`config.mk`:
```
export PLATFORM = sky130hd
export DESIGN_NAME = fpmc_front_panel
export DESIGN_NICKNAME = d
export VERILOG_FILES = /design/src/design/fpmc_pkg.sv /design/src/design/fpmc_debounce.sv /design/src/design/fpmc_front_panel.sv
export SDC_FILE = /design/constraint.sdc
export NUM_CORES = 1
export LEC_CHECK = 0
export ABC_CLOCK_PERIOD_IN_PS = 41300
export BUFFER_PORTS_ARGS = -buffer_cell sky130_fd_sc_hd__buf_2
export CAP_MARGIN = 20
export CELL_PAD_IN_SITES_DETAIL_PLACEMENT = 2
export CELL_PAD_IN_SITES_GLOBAL_PLACEMENT = 2
export CORE_MARGIN = 2
export CORE_UTILIZATION = 46
export CTS_BUF_LIST = sky130_fd_sc_hd__clkbuf_8
export DETAILED_ROUTE_END_ITERATION = 8
export PLACE_DENSITY_LB_ADDON = 0.1
export SLEW_MARGIN = 20
export SYNTH_ARGS = -nofsm -noshare
export SYNTH_HDL_FRONTEND = slang
export SYNTH_SLANG_ARGS = --single-unit
```
`constraint.sdc`:
```
create_clock -name clock -period 41.3 [get_ports clock]
set_input_delay 4.13 -clock clock [delete_from_list [all_inputs] [get_ports clock]]
set_output_delay 4.13 -clock clock [all_outputs]
set_load 0.03 [all_outputs]
```
`src/design/fpmc_pkg.sv`:
```
// Purpose: shared constants and types of the front-panel motion block
// Assumes: 100 MHz clock, 32-bit register word on a plain port
// Notes: times are kept in ms and turned into cycle counts here
package fpmc_pkg;

	////////////////////////////////////////////////////////////////////////
	// clock and timing
	localparam int CLK_HZ = 100_000_000;
	localparam int CYC_PER_MS = CLK_HZ / 1000;
	// both buttons held this long starts a homing move
	localparam int HOME_HOLD_MS = 2000;
	localparam int HOME_HOLD_CYC = HOME_HOLD_MS * CYC_PER_MS;
	// button contact settling time
	localparam int DEBOUNCE_MS = 10;
	localparam int DEBOUNCE_CYC = DEBOUNCE_MS * CYC_PER_MS;
	// half period of every flashing indicator
	localparam int FLASH_HALF_MS = 250;
	localparam int FLASH_HALF_CYC = FLASH_HALF_MS * CYC_PER_MS;
	// how long the power light flashes after an identify request
	localparam int IDENT_MS = 3000;
	localparam int IDENT_CYC = IDENT_MS * CYC_PER_MS;

	////////////////////////////////////////////////////////////////////////
	// register byte offsets
	localparam int AW = 6;
	localparam logic [5:0] OFF_CTRL = 6'h00;
	localparam logic [5:0] OFF_STATUS = 6'h04;
	localparam logic [5:0] OFF_IDENT = 6'h08;
	localparam logic [5:0] OFF_SL_VMAX = 6'h0C;
	localparam logic [5:0] OFF_REST_PCT = 6'h10;
	localparam logic [5:0] OFF_JOG_STEP = 6'h14;
	localparam logic [5:0] OFF_JOG_VMAX = 6'h18;
	localparam logic [5:0] OFF_MOVE_VMAX = 6'h1C;
	localparam logic [5:0] OFF_HOME_VMAX = 6'h20;
	localparam logic [5:0] OFF_PRESET_TOP = 6'h24;
	localparam logic [5:0] OFF_PRESET_BOT = 6'h28;
	localparam logic [5:0] OFF_DRV_VEL0 = 6'h2C;
	localparam logic [5:0] OFF_DRV_VEL3 = 6'h38;

	////////////////////////////////////////////////////////////////////////
	// control field positions and reset values
	localparam int CTRL_ABS_BIT = 0;
	localparam int CTRL_LIM_FLASH_BIT = 1;
	localparam int CTRL_IDENT_FLASH_BIT = 2;
	localparam int CTRL_MOVE_LED_BIT = 3;
	localparam int CTRL_FWD_LIM_LSB = 4;
	localparam int CTRL_REV_LIM_LSB = 6;
	localparam logic [31:0] CTRL_RST = 32'h0000_000E;
	localparam logic [31:0] REST_PCT_RST = 32'h0000_0032;
	localparam logic [31:0] VAL_RST = 32'h0000_0000;

	////////////////////////////////////////////////////////////////////////
	// coil drive scaling
	localparam logic [11:0] FULL_AMP = 12'hFFF;
	localparam logic [6:0] PCT_FULL = 7'h64;

	////////////////////////////////////////////////////////////////////////
	// types
	typedef enum logic [1:0]
	{
		LIM_IGNORE = 2'h0,
		LIM_MAKES = 2'h1,
		LIM_BREAKS = 2'h2
	} fpmc_lim_t;

	typedef enum logic
	{
		PROF_MOVE = 1'h0,
		PROF_JOG = 1'h1
	} fpmc_prof_t;

	typedef enum logic [1:0]
	{
		KIND_JOG = 2'h0,
		KIND_GOTO = 2'h1,
		KIND_HOME = 2'h2
	} fpmc_kind_t;

	typedef enum logic [3:0]
	{
		ST_IDLE = 4'h1,
		ST_ONE = 4'h2,
		ST_DUAL = 4'h4,
		ST_WAIT = 4'h8
	} fpmc_state_t;

	// one move request towards the profile generator
	typedef struct packed
	{
		logic valid;
		fpmc_kind_t kind;
		logic fwd;
		fpmc_prof_t prof;
		logic [31:0] pos;
		logic [31:0] vmax;
	} fpmc_cmd_t;

	// a velocity demand, two's complement, positive is forward
	typedef struct packed
	{
		logic valid;
		logic [31:0] vel;
		fpmc_prof_t prof;
	} fpmc_vel_t;

	// register port request
	typedef struct packed
	{
		logic [5:0] addr;
		logic [31:0] wdata;
		logic wr;
		logic rd;
	} fpmc_bus_t;

endpackage

```
`src/design/fpmc_debounce.sv`:
```
// Purpose: settle one front-panel button contact
// Assumes: raw input already synchronous to clock
// Notes: output changes only after the input stood still CYC cycles
`timescale 1ns/1ps
module fpmc_debounce #(
	parameter int CYC = fpmc_pkg::DEBOUNCE_CYC
)(
	// clock and reset
	input wire logic clock,
	input wire logic rst_n,
	// contact
	input wire logic raw,
	output logic held
);

	if (CYC < 1)
	begin : g_bad_cyc
		$error("debounce count must be at least one");
	end

	logic [31:0] cnt_reg;
	logic held_reg;
	logic differ;
	logic settled;

	////////////////////////////////////////////////////////////////////////
	// any bounce restarts the count, so a chattering contact never passes
	assign differ = raw != held_reg;
	assign settled = differ && (cnt_reg == 32'(CYC - 1));
	assign held = held_reg;

	always_ff @(posedge clock or negedge rst_n)
	begin
		if (!rst_n)
		begin
			cnt_reg <= 32'h0000_0000;
			held_reg <= 1'b0;
		end
		else
		begin
			cnt_reg <= (differ && !settled) ? cnt_reg + 32'h1 : 32'h0;
			held_reg <= settled ? raw : held_reg;
		end
	end

endmodule

```
`src/design/fpmc_front_panel.sv`:
```
// Purpose: front-panel motion control of a stepper controller
// Assumes: all inputs synchronous to clock; profile generator outside
// Notes: settings come over a plain register port, read data next cycle
//
// Functional notes
// slider at centre commands zero velocity
// deflection moves that way, capped at slider maximum
// slider moves use the general move profile
// full current moving, lower holding current at rest
// holding setting is percent of full power
// limit flash option flashes activity light
// identify option flashes the power light
// moving option lights activity light steadily
// each light mode has its own enable
// relative mode: button jogs its way, jog settings
// absolute mode: buttons go to their presets
// presets unused unless absolute mode selected
// both buttons held two seconds starts homing
// four drive velocities, same for both directions
// equal drive velocities are accepted
// homing uses move profile, own maximum velocity
// limits configurable makes, breaks or ignored
// buttons debounced; hold timer needs both held
`timescale 1ns/1ps
module fpmc_front_panel #(
	parameter int HOME_CYC = fpmc_pkg::HOME_HOLD_CYC,
	parameter int DEB_CYC = fpmc_pkg::DEBOUNCE_CYC,
	parameter int FLASH_CYC = fpmc_pkg::FLASH_HALF_CYC,
	parameter int ID_CYC = fpmc_pkg::IDENT_CYC,
	parameter int SL_DEAD = 16,
	parameter int SL_SHIFT = 8
)(
	// clock and reset
	input wire logic clock,
	input wire logic resetn,
	// register port
	input wire fpmc_pkg::fpmc_bus_t bus,
	output logic [31:0] rd_data,
	// front panel
	input wire logic signed [11:0] slider_pos,
	input wire logic btn_top_raw,
	input wire logic btn_bot_raw,
	// stage
	input wire logic lim_fwd_in,
	input wire logic lim_rev_in,
	input wire logic motor_moving,
	// drive bar graph
	input wire logic bar_click,
	input wire logic [1:0] bar_sel,
	input wire logic bar_rev,
	// motion requests
	output fpmc_pkg::fpmc_cmd_t move_cmd,
	output fpmc_pkg::fpmc_vel_t slider_cmd,
	output fpmc_pkg::fpmc_vel_t bar_cmd,
	// coil drive and lights
	output logic [11:0] coil_amp,
	output logic led_active,
	output logic led_power
);

	if (SL_SHIFT > 16 || SL_DEAD < 0 || SL_DEAD > 2047 || HOME_CYC < 2 ||
		FLASH_CYC < 1 || ID_CYC < 1)
	begin : g_bad_param
		$error("front panel parameters out of range");
	end

	localparam logic [3:0] I_CTRL = fpmc_pkg::OFF_CTRL[5:2];
	localparam logic [3:0] I_STAT = fpmc_pkg::OFF_STATUS[5:2];
	localparam logic [3:0] I_IDENT = fpmc_pkg::OFF_IDENT[5:2];
	localparam logic [3:0] I_FIRST = fpmc_pkg::OFF_SL_VMAX[5:2];
	localparam logic [3:0] I_LAST = fpmc_pkg::OFF_DRV_VEL3[5:2];
	localparam logic [3:0] I_PCT = fpmc_pkg::OFF_REST_PCT[5:2];
	localparam logic [3:0] I_SLV = fpmc_pkg::OFF_SL_VMAX[5:2];
	localparam logic [3:0] I_JSTEP = fpmc_pkg::OFF_JOG_STEP[5:2];
	localparam logic [3:0] I_JVMAX = fpmc_pkg::OFF_JOG_VMAX[5:2];
	localparam logic [3:0] I_MVMAX = fpmc_pkg::OFF_MOVE_VMAX[5:2];
	localparam logic [3:0] I_HVMAX = fpmc_pkg::OFF_HOME_VMAX[5:2];
	localparam logic [3:0] I_PTOP = fpmc_pkg::OFF_PRESET_TOP[5:2];
	localparam logic [3:0] I_PBOT = fpmc_pkg::OFF_PRESET_BOT[5:2];
	localparam logic [3:0] I_DRV0 = fpmc_pkg::OFF_DRV_VEL0[5:2];

	// value registers live in one contiguous window
	function automatic logic is_val(input logic [3:0] idx);
		is_val = idx >= I_FIRST && idx <= I_LAST;
	endfunction

	// limit polarity decode, shared by both switches
	function automatic logic lim_hit(input logic [1:0] cfg,
		input logic pin);
		case (cfg)
			fpmc_pkg::LIM_MAKES: lim_hit = pin;
			fpmc_pkg::LIM_BREAKS: lim_hit = !pin;
			default: lim_hit = 1'b0;
		endcase
	endfunction

	////////////////////////////////////////////////////////////////////////
	// reset release through two flops
	logic rst_meta_reg;
	logic rst_n_reg;

	always_ff @(posedge clock or negedge resetn)
	begin
		if (!resetn)
		begin
			rst_meta_reg <= 1'b0;
			rst_n_reg <= 1'b0;
		end
		else
		begin
			rst_meta_reg <= 1'b1;
			rst_n_reg <= rst_meta_reg;
		end
	end

	////////////////////////////////////////////////////////////////////////
	// register file
	logic [31:0] ctrl_reg;
	logic [31:0] val_reg [I_FIRST:I_LAST];
	logic [31:0] rd_data_reg;
	logic [3:0] bus_idx;
	logic [31:0] status_word;
	logic [31:0] rd_word;
	logic ident_wr;

	assign bus_idx = bus.addr[5:2];
	assign ident_wr = bus.wr && bus_idx == I_IDENT;
	// unmapped addresses read zero and ignore writes
	assign rd_word = bus_idx == I_CTRL ? ctrl_reg :
		bus_idx == I_STAT ? status_word :
		is_val(bus_idx) ? val_reg[bus_idx] : 32'h0000_0000;
	assign rd_data = rd_data_reg;

	always_ff @(posedge clock or negedge rst_n_reg)
	begin
		if (!rst_n_reg)
		begin
			ctrl_reg <= fpmc_pkg::CTRL_RST;
			rd_data_reg <= 32'h0000_0000;
			for (int i = I_FIRST; i <= I_LAST; i++)
				val_reg[i] <= (4'(i) == I_PCT) ?
					fpmc_pkg::REST_PCT_RST : fpmc_pkg::VAL_RST;
		end
		else
		begin
			// read data stands in the one cycle after the strobe
			rd_data_reg <= bus.rd ? rd_word : 32'h0000_0000;
			if (bus.wr && bus_idx == I_CTRL)
				ctrl_reg <= bus.wdata;
			// no uniqueness check: equal drive velocities are fine
			if (bus.wr && is_val(bus_idx))
				val_reg[bus_idx] <= bus.wdata;
		end
	end

	logic abs_mode;
	logic lim_flash_en;
	logic ident_en;
	logic move_led_en;
	logic [1:0] fwd_cfg;
	logic [1:0] rev_cfg;

	assign abs_mode = ctrl_reg[fpmc_pkg::CTRL_ABS_BIT];
	assign lim_flash_en = ctrl_reg[fpmc_pkg::CTRL_LIM_FLASH_BIT];
	assign ident_en = ctrl_reg[fpmc_pkg::CTRL_IDENT_FLASH_BIT];
	assign move_led_en = ctrl_reg[fpmc_pkg::CTRL_MOVE_LED_BIT];
	assign fwd_cfg = ctrl_reg[fpmc_pkg::CTRL_FWD_LIM_LSB +: 2];
	assign rev_cfg = ctrl_reg[fpmc_pkg::CTRL_REV_LIM_LSB +: 2];

	////////////////////////////////////////////////////////////////////////
	// limit switches per their polarity setting
	logic fwd_hit;
	logic rev_hit;

	assign fwd_hit = lim_hit(fwd_cfg, lim_fwd_in);
	assign rev_hit = lim_hit(rev_cfg, lim_rev_in);

	////////////////////////////////////////////////////////////////////////
	// button settling, one instance per button
	logic [1:0] btn_raw;
	logic [1:0] btn_held;

	assign btn_raw = {btn_bot_raw, btn_top_raw};

	for (genvar b = 0; b < 2; b++)
	begin : g_btn
		fpmc_debounce #(
			.CYC(DEB_CYC)
		) u_deb (
			.clock(clock),
			.rst_n(rst_n_reg),
			.raw(btn_raw[b]),
			.held(btn_held[b])
		);
	end

	////////////////////////////////////////////////////////////////////////
	// button sequencer: a single press acts at once, a dual hold homes
	fpmc_pkg::fpmc_state_t st_reg;
	fpmc_pkg::fpmc_state_t st_next;
	logic [31:0] hold_reg;
	logic both;
	logic any_btn;
	logic hold_done;
	logic press_one;
	logic do_home;

	assign both = &btn_held;
	assign any_btn = |btn_held;
	assign hold_done = hold_reg == 32'(HOME_CYC - 1);
	assign press_one = st_reg == fpmc_pkg::ST_IDLE && any_btn && !both;
	assign do_home = st_reg == fpmc_pkg::ST_DUAL && both && hold_done;

	// a released pair waits for full release so no stray jog follows
	always_comb
	begin
		st_next = st_reg;
		unique case (st_reg)
			fpmc_pkg::ST_IDLE:
				if (both)
					st_next = fpmc_pkg::ST_DUAL;
				else if (any_btn)
					st_next = fpmc_pkg::ST_ONE;
			fpmc_pkg::ST_ONE:
				if (both)
					st_next = fpmc_pkg::ST_DUAL;
				else if (!any_btn)
					st_next = fpmc_pkg::ST_IDLE;
			fpmc_pkg::ST_DUAL:
				if (!both || hold_done)
					st_next = fpmc_pkg::ST_WAIT;
			fpmc_pkg::ST_WAIT:
				if (!any_btn)
					st_next = fpmc_pkg::ST_IDLE;
			default:
				st_next = fpmc_pkg::ST_IDLE;
		endcase
	end

	// hold timer runs only while both settled buttons are held
	always_ff @(posedge clock or negedge rst_n_reg)
	begin
		if (!rst_n_reg)
		begin
			st_reg <= fpmc_pkg::ST_IDLE;
			hold_reg <= 32'h0000_0000;
		end
		else
		begin
			st_reg <= st_next;
			hold_reg <= (st_reg == fpmc_pkg::ST_DUAL && both) ?
				hold_reg + 32'h1 : 32'h0;
		end
	end

	////////////////////////////////////////////////////////////////////////
	// move request for presses and homing
	fpmc_pkg::fpmc_cmd_t cmd_next;
	fpmc_pkg::fpmc_cmd_t cmd_reg;
	logic top_only;

	assign top_only = btn_held[0];

	always_comb
	begin
		cmd_next = '0;
		if (do_home)
		begin
			cmd_next.valid = 1'b1;
			cmd_next.kind = fpmc_pkg::KIND_HOME;
			cmd_next.prof = fpmc_pkg::PROF_MOVE;
			cmd_next.vmax = val_reg[I_HVMAX];
		end
		else if (press_one && abs_mode)
		begin
			// presets are read only on this branch
			cmd_next.valid = 1'b1;
			cmd_next.kind = fpmc_pkg::KIND_GOTO;
			cmd_next.fwd = top_only;
			cmd_next.prof = fpmc_pkg::PROF_MOVE;
			cmd_next.pos = top_only ?
				val_reg[I_PTOP] : val_reg[I_PBOT];
			cmd_next.vmax = val_reg[I_MVMAX];
		end
		else if (press_one)
		begin
			cmd_next.valid = 1'b1;
			cmd_next.kind = fpmc_pkg::KIND_JOG;
			cmd_next.fwd = top_only;
			cmd_next.prof = fpmc_pkg::PROF_JOG;
			cmd_next.pos = val_reg[I_JSTEP];
			cmd_next.vmax = val_reg[I_JVMAX];
		end
	end

	////////////////////////////////////////////////////////////////////////
	// slider velocity: dead zone round centre, linear, then capped
	logic [12:0] sl_ext;
	logic [12:0] sl_mag;
	logic sl_centre;
	logic [31:0] sl_raw;
	logic [31:0] sl_cap;
	fpmc_pkg::fpmc_vel_t sl_next;

	assign sl_ext = {slider_pos[11], slider_pos};
	assign sl_mag = sl_ext[12] ? 13'(~sl_ext + 13'h1) : sl_ext;
	assign sl_centre = sl_mag <= 13'(SL_DEAD);
	assign sl_raw = 32'(sl_mag - 13'(SL_DEAD)) << SL_SHIFT;
	assign sl_cap = sl_raw > val_reg[I_SLV] ? val_reg[I_SLV] : sl_raw;
	assign sl_next.valid = !sl_centre;
	assign sl_next.vel = sl_centre ? 32'h0000_0000 :
		sl_ext[12] ? 32'(~sl_cap + 32'h1) : sl_cap;
	assign sl_next.prof = fpmc_pkg::PROF_MOVE;

	////////////////////////////////////////////////////////////////////////
	// drive bar: one table serves both directions
	logic [31:0] bar_mag;
	fpmc_pkg::fpmc_vel_t bar_next;

	assign bar_mag = val_reg[I_DRV0 + {2'h0, bar_sel}];
	assign bar_next.valid = bar_click;
	assign bar_next.vel = bar_rev ? 32'(~bar_mag + 32'h1) : bar_mag;
	assign bar_next.prof = fpmc_pkg::PROF_MOVE;

	////////////////////////////////////////////////////////////////////////
	// coil current: fixed full level moving, percent of full at rest
	logic [6:0] pct_c;
	logic [18:0] amp_prod;
	logic [11:0] amp_rest;
	logic [11:0] amp_next;

	// settings above one hundred percent are clamped, never overdriven
	assign pct_c = val_reg[I_PCT] > 32'(fpmc_pkg::PCT_FULL) ?
		fpmc_pkg::PCT_FULL : val_reg[I_PCT][6:0];
	assign amp_prod = 19'(fpmc_pkg::FULL_AMP) * 19'(pct_c);
	assign amp_rest = 12'(amp_prod / 19'(fpmc_pkg::PCT_FULL));
	assign amp_next = motor_moving ? fpmc_pkg::FULL_AMP : amp_rest;

	////////////////////////////////////////////////////////////////////////
	// indicator timing: shared flash phase and identify window
	logic [31:0] flash_cnt_reg;
	logic flash_reg;
	logic [31:0] ident_cnt_reg;
	logic ident_on;
	logic act_next;
	logic pwr_next;

	assign ident_on = ident_cnt_reg != 32'h0000_0000;
	// limit flash outranks the moving light, the stage is stopped there
	assign act_next = (lim_flash_en && (fwd_hit || rev_hit)) ?
		flash_reg : (move_led_en && motor_moving);
	assign pwr_next = (ident_en && ident_on) ? flash_reg : 1'b1;

	always_ff @(posedge clock or negedge rst_n_reg)
	begin
		if (!rst_n_reg)
		begin
			flash_cnt_reg <= 32'h0000_0000;
			flash_reg <= 1'b0;
			ident_cnt_reg <= 32'h0000_0000;
		end
		else
		begin
			flash_cnt_reg <= (flash_cnt_reg == 32'(FLASH_CYC - 1)) ?
				32'h0 : flash_cnt_reg + 32'h1;
			if (flash_cnt_reg == 32'(FLASH_CYC - 1))
				flash_reg <= !flash_reg;
			// a new request restarts the window
			ident_cnt_reg <= ident_wr ? 32'(ID_CYC) :
				ident_on ? ident_cnt_reg - 32'h1 : 32'h0;
		end
	end

	////////////////////////////////////////////////////////////////////////
	// output flops
	fpmc_pkg::fpmc_vel_t sl_reg;
	fpmc_pkg::fpmc_vel_t bar_reg;
	logic [11:0] amp_reg;
	logic act_reg;
	logic pwr_reg;

	assign status_word = {26'h0, st_reg == fpmc_pkg::ST_DUAL,
		btn_held, rev_hit, fwd_hit, motor_moving};
	assign move_cmd = cmd_reg;
	assign slider_cmd = sl_reg;
	assign bar_cmd = bar_reg;
	assign coil_amp = amp_reg;
	assign led_active = act_reg;
	assign led_power = pwr_reg;

	always_ff @(posedge clock or negedge rst_n_reg)
	begin
		if (!rst_n_reg)
		begin
			cmd_reg <= '0;
			sl_reg <= '0;
			bar_reg <= '0;
			amp_reg <= 12'h000;
			act_reg <= 1'b0;
			pwr_reg <= 1'b0;
		end
		else
		begin
			cmd_reg <= cmd_next;
			sl_reg <= sl_next;
			bar_reg <= bar_next;
			amp_reg <= amp_next;
			act_reg <= act_next;
			pwr_reg <= pwr_next;
		end
	end
endmodule

```
### Yosys cells after proc, flatten, opt, wreduce, memory -nomap -nowiden

Index checks and enable logic that the tools add are counted.

| cells by class | value |
|---|---|
| add/sub/neg operators | 10 |
| multipliers | 1 |
| divide/modulo/power cells | 1 |
| $lt $le $gt $ge | 8 |
| equal/unequal tests | 18 |
| multiplexer cells | 44 |
| bitwise gates (word level) | 5 |
| reduce and logical (&&, ||, !) cells | 31 |

Operators by type and width:

| operator | count |
|---|---|
| 2-to-1 mux 32 bit | 22 |
| bitwise mux 384 bit | 1 |
| binary-select mux 32 bit (select 4 bit) | 2 |
| adder 32 x 1 -> 32 bit, second input constant | 6 |
| 2-to-1 mux 69 bit | 2 |
| demux 32 bit (select 4 bit) | 1 |
| equality test 32 x 20 -> 1 bit, second input constant | 2 |
| inverter 32 bit | 2 |
| equality test 32 x 25 -> 1 bit, second input constant | 1 |
| equality test 32 x 28 -> 1 bit, second input constant | 1 |
| > comparator 32 bit | 1 |
| > comparator 32 x 7 -> 1 bit, second input constant | 1 |
| nonzero test 32 bit | 1 |
| subtractor 32 x 1 -> 32 bit, second input constant | 1 |
| 2-to-1 mux 4 bit | 5 |
| divider 19 x 7 -> 19 bit, second input constant | 1 |
| multiplier 12 x 7 -> 19 bit, first input constant | 1 |
| logical AND 1 bit | 17 |
| case mux 4 bit (4 select lines) | 1 |
| subtractor 13 x 5 -> 14 bit, second input constant | 1 |
| adder 13 x 1 -> 13 bit, second input constant | 1 |
| <= comparator 13 x 5 -> 1 bit, second input constant | 1 |
| 2-to-1 mux 13 bit | 1 |
| inverter 13 bit | 1 |
| other kinds (25) | 44 |

| word-level totals | value |
|---|---|
| register bits after elaboration | 766 |
| output and inout bits | 183 |

### Depth between registers and ports, before layout

Gate-level depths: netlist of run 1.

| depth | value |
|---|---|
| depth after elaboration | 10 |
| depth in mapped cells | 51 |

### Hierarchy

Synthesis of run 1 repeated with hierarchy kept, for this count alone.

| unflattened totals | value |
|---|---|
| cells, all modules | 3892 |
| area total of the unflattened synthesis | 42587.1 um^2 |

By module, submodules not included:

| module | instances | cells an instance | area an instance (um^2) | sequential area each (um^2) |
|---|---|---|---|---|
| fpmc_front_panel | 1 | 3492 | 38886.0 | 17525.6 |
| fpmc_debounce | 2 | 200 | 1850.5 | 825.8 |

### Least setup slack after synthesis of run 1

No wires, ideal clock.

| path | value |
|---|---|
| path kind | register to register |
| start point | reg val_reg[338] in the netlist's numbering |
| end point | reg amp_reg[0], in the netlist coil_amp[0] |
| library setup time | 134 ps |
| arrival time | 11478 ps |
| path slack | 29688 ps |
| cell stages (with the launch flop) | 48 |
| buffers on the path | 5 |
| period minus slack after synthesis | 11612 ps |
| cell sequence | dfrtp_1 > nor4_1 > nand3_1 > a311oi_1 > nand2_1 > inv_1 > fa_1 > fa_1 > inv_1 > fa_1 > inv_1 > fa_1 > ha_1 > buf_2 > a21o_1 > a21oi_1 > inv_1 > o21ai_0 > (+12 left out) > o211ai_2 > and3_1 > buf_4 > o21a_1 > o311ai_4 > and2_4 > buf_6 > o41a_1 > and3_1 > buf_6 > o31ai_1 > a22oi_1 > a211o_1 > a22o_1 > a32o_1 > and4b_1 > o2111ai_1 > o211ai_1 |

| between the ends | value |
|---|---|
| longest elaborated chain between the ends | 5 |

RTL lines:

| item | RTL line | source |
|---|---|---|
| from (decl) | fpmc_front_panel.sv:119 | `logic [31:0] val_reg [I_FIRST:I_LAST];` |
| from (signal, indexed assignment) | fpmc_front_panel.sv:141 | `val_reg[i] <= (4'(i) == I_PCT) ?` |
| from (signal, indexed assignment) | fpmc_front_panel.sv:152 | `val_reg[bus_idx] <= bus.wdata;` |
| > comparator 32 x 7 -> 1 bit | fpmc_front_panel.sv:333 | `assign pct_c = val_reg[I_PCT] > 32'(fpmc_pkg::PCT_FULL) ?` |
| 2-to-1 mux 7 bit | fpmc_front_panel.sv:333 |  |
| multiplier 12 x 7 -> 19 bit | fpmc_front_panel.sv:335 | `assign amp_prod = 19'(fpmc_pkg::FULL_AMP) * 19'(pct_c);` |
| divider 19 x 7 -> 19 bit | fpmc_front_panel.sv:336 | `assign amp_rest = 12'(amp_prod / 19'(fpmc_pkg::PCT_FULL));` |
| 2-to-1 mux 12 bit | fpmc_front_panel.sv:337 | `assign amp_next = motor_moving ? fpmc_pkg::FULL_AMP : amp_rest;` |
| via amp_next[0] | fpmc_front_panel.sv:330 | `logic [11:0] amp_next;` |
| to (signal assigned) | fpmc_front_panel.sv:407 | `amp_reg <= amp_next;` |
| to (decl) | fpmc_front_panel.sv:378 | `logic [11:0] amp_reg;` |

The timed path passes the listed nets, and every way through them passes these cells.
A chain may end at the register's enable or synchronous reset.

### Final worst setup path of run 1

| path | value |
|---|---|
| start point | reg val_reg[343] in the netlist's numbering |
| end point | reg amp_reg[0], in the netlist coil_amp[0] |

The elaborated chain is that of the path after synthesis.

==> out/results.txt, run 1 <==
status - finished clean
final setup margin - 25910 ps
total CTS buffers - 138
drt via density - 6.54
dpl ws - 26350 ps
# IOs - 246
grt total ovfl - 0
max cap viols - 0
nets - 4194
drt wl/cell - 32.6 um
clock root cell - clkbuf_8
Clock Sinks - 766
met2 Use GR - 57.6%
Hold Violations, Final - 0
Routed Antenna Nets - 0
Async SR Flop Fraction - 100%
post-synthesis sequential area ratio - 45.5%
placed instance area - 44400 um2
synthesized area - 42100 um2
DPL Wire Length - 100000 um
initial antenna violation count - 22
static leakage - 21.0 nW
Core Footprint - 90400 um2
Worst Skew - 51.3 ps
setup TNS - 0 ps
M1 GR Usage - 45.5%
Worst Max-Slew Pin Slew - 1110 ps
Buf/Inv on CP - 3
RSZ-0062 raised after global routing - false
pwr/cell area - 49.2 nW/um2
Hold WS - 359 ps
largest net degree at the start of global routing - 155
Clock transition at path regs - 80 ps
Iter 0 DRT Violations - 3405
Post-CTS Resized - 0
Mean Syn Cell Area - 11.0 um2
TritonCTS clock tree - done
Peak VDD IR - 0.0360 mV
Die Footprint - 94000 um2
IO buf count - 241
number of global-route vias before repair - 38641
DR vias - 34941
Critical Path Start Type - flop
gr busiest metal - met2
layout cells sized above 1 - 27.5%
synth warn - 0
Remaining DRCs - 0
slowest cell on the critical path - a311oi_1
final slew viol count - 0
CP top delay family - compound AO/OA/AOI/OAI gates
Worst Path Required - 42000 ps
endpoints failing setup - 0
Post-Syn Instances - 3844
Setup CP Type - flop to flop
fin area - 47400 um2
EDFF count, synth - 0
Yosys cell types - 108
worst skew pair latency - 870 ps
Pre-antenna DRT Iters - 9
die span in x - 307 um
row cnt - 110
minimum clock period - 15390 ps
final core utilization - 52.5%
CTS H-tree depth - 4
final worst-path cycle share - 37.3%
die height - 307 um
Critical Path Fanout Max - 19
maximum clock insertion buffer count - 3
GPL Wtd Cong - 0.827
postcts setup bufs - 0
Worst path max stage delay - 740 ps
FILL cells - 8941
maximum clock frequency - 0.0650 GHz
met3 GRT Util - 7.29%
prevailing post-synth register cell - dfrtp_1
crit end category - flop
Area Overhead vs Synth - 12.6%
Synth Register Bits - 766
gr usage total - 35.7%
max reg flops - 384
Max-slew headroom - 26.1%
Final Routed Wirelength - 174000 um
Worst Path Arrival - 16090 ps
first-pass GRT wire length - 254000 um
Starting Density - 46.6%
worst hold path class - flop to flop
CTS Hold Bufs - 0
kinds of logic after synthesis:
logic type	after synthesis	synth area share, %
other	2	0.0178
multiplexers	665	20.0
buffers and inverters	347	3.23
AND/OR/NAND/NOR	1052	11.8
flip-flops	766	45.5
AO/OA/AOI/OAI	682	11.2
adder cells (fa/ha/maj)	100	3.34
XOR/XNOR	230	4.85
per-stage QoR:
step / instances / total power [mW]
4_1_cts: 5323 / 2.31
3_5_place_dp: 5069 / 1.45
5_1_grt: 5337 / 2.41
6_report: 5340 / 2.33
2_1_floorplan: 3845 / 1.28
3_3_place_gp: 5068 / 1.41
routing by layer:
layer  routed length (um)  vias up
met2                82800     1655
li1                     -    14323
met4                 8990       10
met3                12200      535
met1                69900    18418
met5                   67        -
placed cells by master, fill, tap and decap left out, drive strengths merged, types with 32 or more instances in the layout:
cell,netlist,final
buf,69,293
or3,41,41
xor2,117,117
and3,47,47
a211oi,55,55
mux2,423,423
nor3,54,54
mux2i,142,142
ha,74,74
mux4,100,100
o21ai,150,150
a21oi,173,173
o211ai,74,74
nand3,87,87
xnor2,113,113
inv,104,144
nor4,32,32
dfrtp,759,759
nand2,254,254
nor2,383,383
nand4,48,48
clkbuf,174,173
a21o,32,32
area by class of cell:
type	instances	area [um2]	share of cell area [%]
sequential	766	19200	40.4
clock inverter	81	624	1.32
timing repair buffer	293	1660	3.49
clock buffer	173	2380	5.02
antenna	15	37.5	0.0791
tap	1176	1470	3.10
inverter	104	390	0.823
multi-input combinational	2732	21700	45.7
cell usage after synthesis (all sizes together), types with 12 or more instances:
cell type | count | area [um2]
fa | 22 | 440
dfrtp | 759 | 19000
or2 | 21 | 131
a31oi | 12 | 75.1
xor2 | 117 | 1040
ha | 74 | 926
o211ai | 74 | 571
clkbuf | 174 | 653
and3 | 47 | 294
nor4 | 32 | 230
a211oi | 55 | 435
a222oi | 27 | 270
mux2 | 423 | 4760
nor2 | 383 | 1470
nand3 | 87 | 435
mux4 | 100 | 2250
o31ai | 15 | 118
nand2 | 254 | 953
xnor2 | 113 | 1000
buf | 69 | 315
a21oi | 173 | 900
a21o | 32 | 240
and2 | 13 | 83.8
nor2b | 16 | 100
mux2i | 142 | 1420
nor3 | 54 | 285
a21boi | 29 | 218
o21ai | 150 | 769
or4 | 17 | 131
nand2b | 16 | 100
inv | 104 | 390
nand4 | 48 | 300
or3 | 41 | 272
o21a | 12 | 97.6
worst paths after layout:
path | from | end | slack, ps | cells past startpoint
setup reg to reg | val_reg[343] | coil_amp[0] | 25910 | 42
min in group asynchronous | rst_n_reg | val_reg[39] | 430 | 0
max in group asynchronous | rst_n_reg | val_reg[85] | 37810 | 3
setup / recovery | val_reg[343] | coil_amp[0] | 25910 | 42
hold reg to reg | rst_meta_reg | rst_n_reg | 360 | 0
hold / removal | rst_meta_reg | rst_n_reg | 360 | 0
power by group:
group | internal [mW] | switching (mW)
clock | 0.433 | 0.384
combinational | 0.202 | 0.292
sequential | 0.871 | 0.152
Power figures use the tool's default switching activity.
==> inputs of run 2 (changes only) <==
Settings changed: ABC_AREA set to 1, ABC_CLOCK_PERIOD_IN_PS 41300 to 13300, CORE_UTILIZATION 46 to 34.
Clock period 41.3 ns to 13.3 ns, I/O delays scaled along.
==> out/results.txt, run 2 <==
Starting Density - 34.1%
Remaining DRCs - 0
synthesized area - 40800 um2
Buf/Inv on CP - 7
Core Footprint - 119000 um2
post-synth top area share - 46.6%
routed wl met3 - 9690 um
grt total ovfl - 0
Yosys top cell by area - dfrtp_1
largest net degree at the start of global routing - 144
Die Footprint - 123000 um2
final worst-path cycle share - 90.6%
Area Overhead vs Synth - 14.4%
Multi-input gate area - 18500 um2
minimum clock period - 12050 ps
Setup CP Type - flop to flop
post-synthesis sequential area ratio - 47.0%
critical path depth in cells - 79
max reg flops - 384
drt via density - 5.42
total CTS buffers - 147
CP top delay family - simple AND/OR/NAND/NOR gates
EDFF count, synth - 0
initial antenna violation count - 21
worst skew pair latency - 910 ps
reg2reg end - coil_amp[0]
RSZ-0062 raised after global routing - false
Met1 Routed Length - 76000 um
Iter 0 DRT Violations - 2205
layout cells sized above 1 - 12.5%
wire length on met2 - 78500 um
slowest cell on the critical path - fa_1
final slew viol count - 0
number of global-route vias before repair - 40756
clock root cell - clkbuf_8
nets - 5472
most frequent cells in the layout - nand2_1, dfrtp_1, o21ai_0
Pre-antenna DRT Iters - 6
Final Routed Wirelength - 168000 um
count leader, synth - nand2_1
FILL cells - 13902
synth warn - 0
IO buf count - 241
Worst Max-Slew Pin Slew - 1210 ps
CTS H-tree depth - 4
gr usage total - 27.4%
RR Startpoint - val_reg[347]
commonest non-fill, non-tap cell in the layout - nand2_1
Worst Path Arrival - 12830 ps
Area contributors post-synth - dfrtp_1, nand2_1, o21ai_0
Worst path max stage delay - 580 ps
Hold Violations, Final - 0
drt wl/cell - 23.9 um
Clock transition at path regs - 60 ps
Async SR Flop Fraction - 100%
first-pass GRT wire length - 254000 um
endpoints failing setup - 0
Yosys cell types - 64
worst hold path class - input pin to async pin
prevailing post-synth register cell - dfrtp_1
Max-slew headroom - 18.8%
row cnt - 127
max cap viols - 0
reg2reg path depth - 79
CTS Hold Bufs - 0
Routed Antenna Nets - 0
postcts setup bufs - 0
die span in x - 350 um
TritonCTS clock tree - done
register area - 19200 um2
Worst Skew - 45.2 ps
synth cell count leaders - nand2_1, dfrtp_1, o21ai_0
Critical Path End - coil_amp[0]
Post-Syn Instances - 5119
reg-to-reg slack, setup - 1250 ps
DR vias - 38157
setup TNS - 0 ps
Worst Path Required - 14080 ps
# IOs - 246
GPL Wtd Cong - 0.808
DR top layer - met5
Clock Sinks - 766
Critical Path Start Type - flop
maximum clock frequency - 0.0830 GHz
status - finished clean
Crit. Startpoint - val_reg[347]
Synth Register Bits - 766
Mean Syn Cell Area - 7.97 um2
crit end category - flop
die height - 350 um
maximum clock insertion buffer count - 3
Critical Path Fanout Max - 8
DPL Wire Length - 114000 um
-- run 2: cell type report --
class                           instances  share of cell area, %
Sequential cell                       766                   41.1
Multi-Input combinational cell       3477                   39.6
Clock buffer                          180                   5.31
Inverter                              620                   5.00
Tap cell                             1612                   4.32
Timing Repair Buffer                  301                   3.60
Clock inverter                         81                   1.05
Antenna cell                            6                 0.0322
-- run 2: cell families after synthesis --
logic type	after synthesis	synth area share (%)
XOR/XNOR	103	2.23
AND/OR/NAND/NOR	2015	21.5
flip-flops	766	47.0
other	2	0.0184
adder cells (fa/ha/maj)	96	3.35
buffers and inverters	877	8.09
AO/OA/AOI/OAI	1260	17.8
-- run 2: worst min path at each step --
stage	startpoint	end	slack, ps	cells after the start
finish	resetn	rst_n_reg	210	1
global route	resetn	rst_n_reg	150	1
CTS	resetn	rst_n_reg	120	1
detailed placement	rst_meta_reg	rst_n_reg	340	0
global placement	rst_meta_reg	rst_n_reg	340	0
floorplan	rst_meta_reg	rst_n_reg	330	0
-- run 2: worst reg2reg max path: cells and delay by family, from the launching register on --
family,cells,cell delay [ps]
adders and majority gates,5,2550
and+or+nand+nor,66,7910
DFF,1,400
buffers and inverters,7,880
AOI/OAI and AO/OA,1,160
-- run 2: per-stage QoR --
step | setup slack (ps) | hold slack, ps | util [%] | cells | cell area [um2]
2_1_floorplan | 866 | 331 | - | 5120 | 40800
3_3_place_gp | 1360 | 337 | 36.5 | 6776 | 43700
3_5_place_dp | 947 | 342 | 36.5 | 6776 | 43700
4_1_cts | 909 | 120 | 39.0 | 7037 | 46600
5_1_grt | 17.7 | 151 | 39.0 | 7039 | 46600
6_report | 1250 | 212 | 39.0 | 7043 | 46700
-- run 2: per-layer routing --
metal / global-route usage (%) / vias to the layer above
li1: - / 17349
met1: 36.9 / 19647
met2: 44.6 / 908
met3: 5.72 / 249
met4: 7.43 / 4
met5: 0 / -
-- run 2: what timing repair did --
item / 4_1_cts / 5_1_grt
setup endpoints to repair: 0 / 1
hold endpoints to repair: 0 / 0
resized for setup: 0 / 1
Power of run 2 is left out: the tool's default activity adds up to more than one toggle a clock period on the data nets, which glitch-free logic cannot reach.
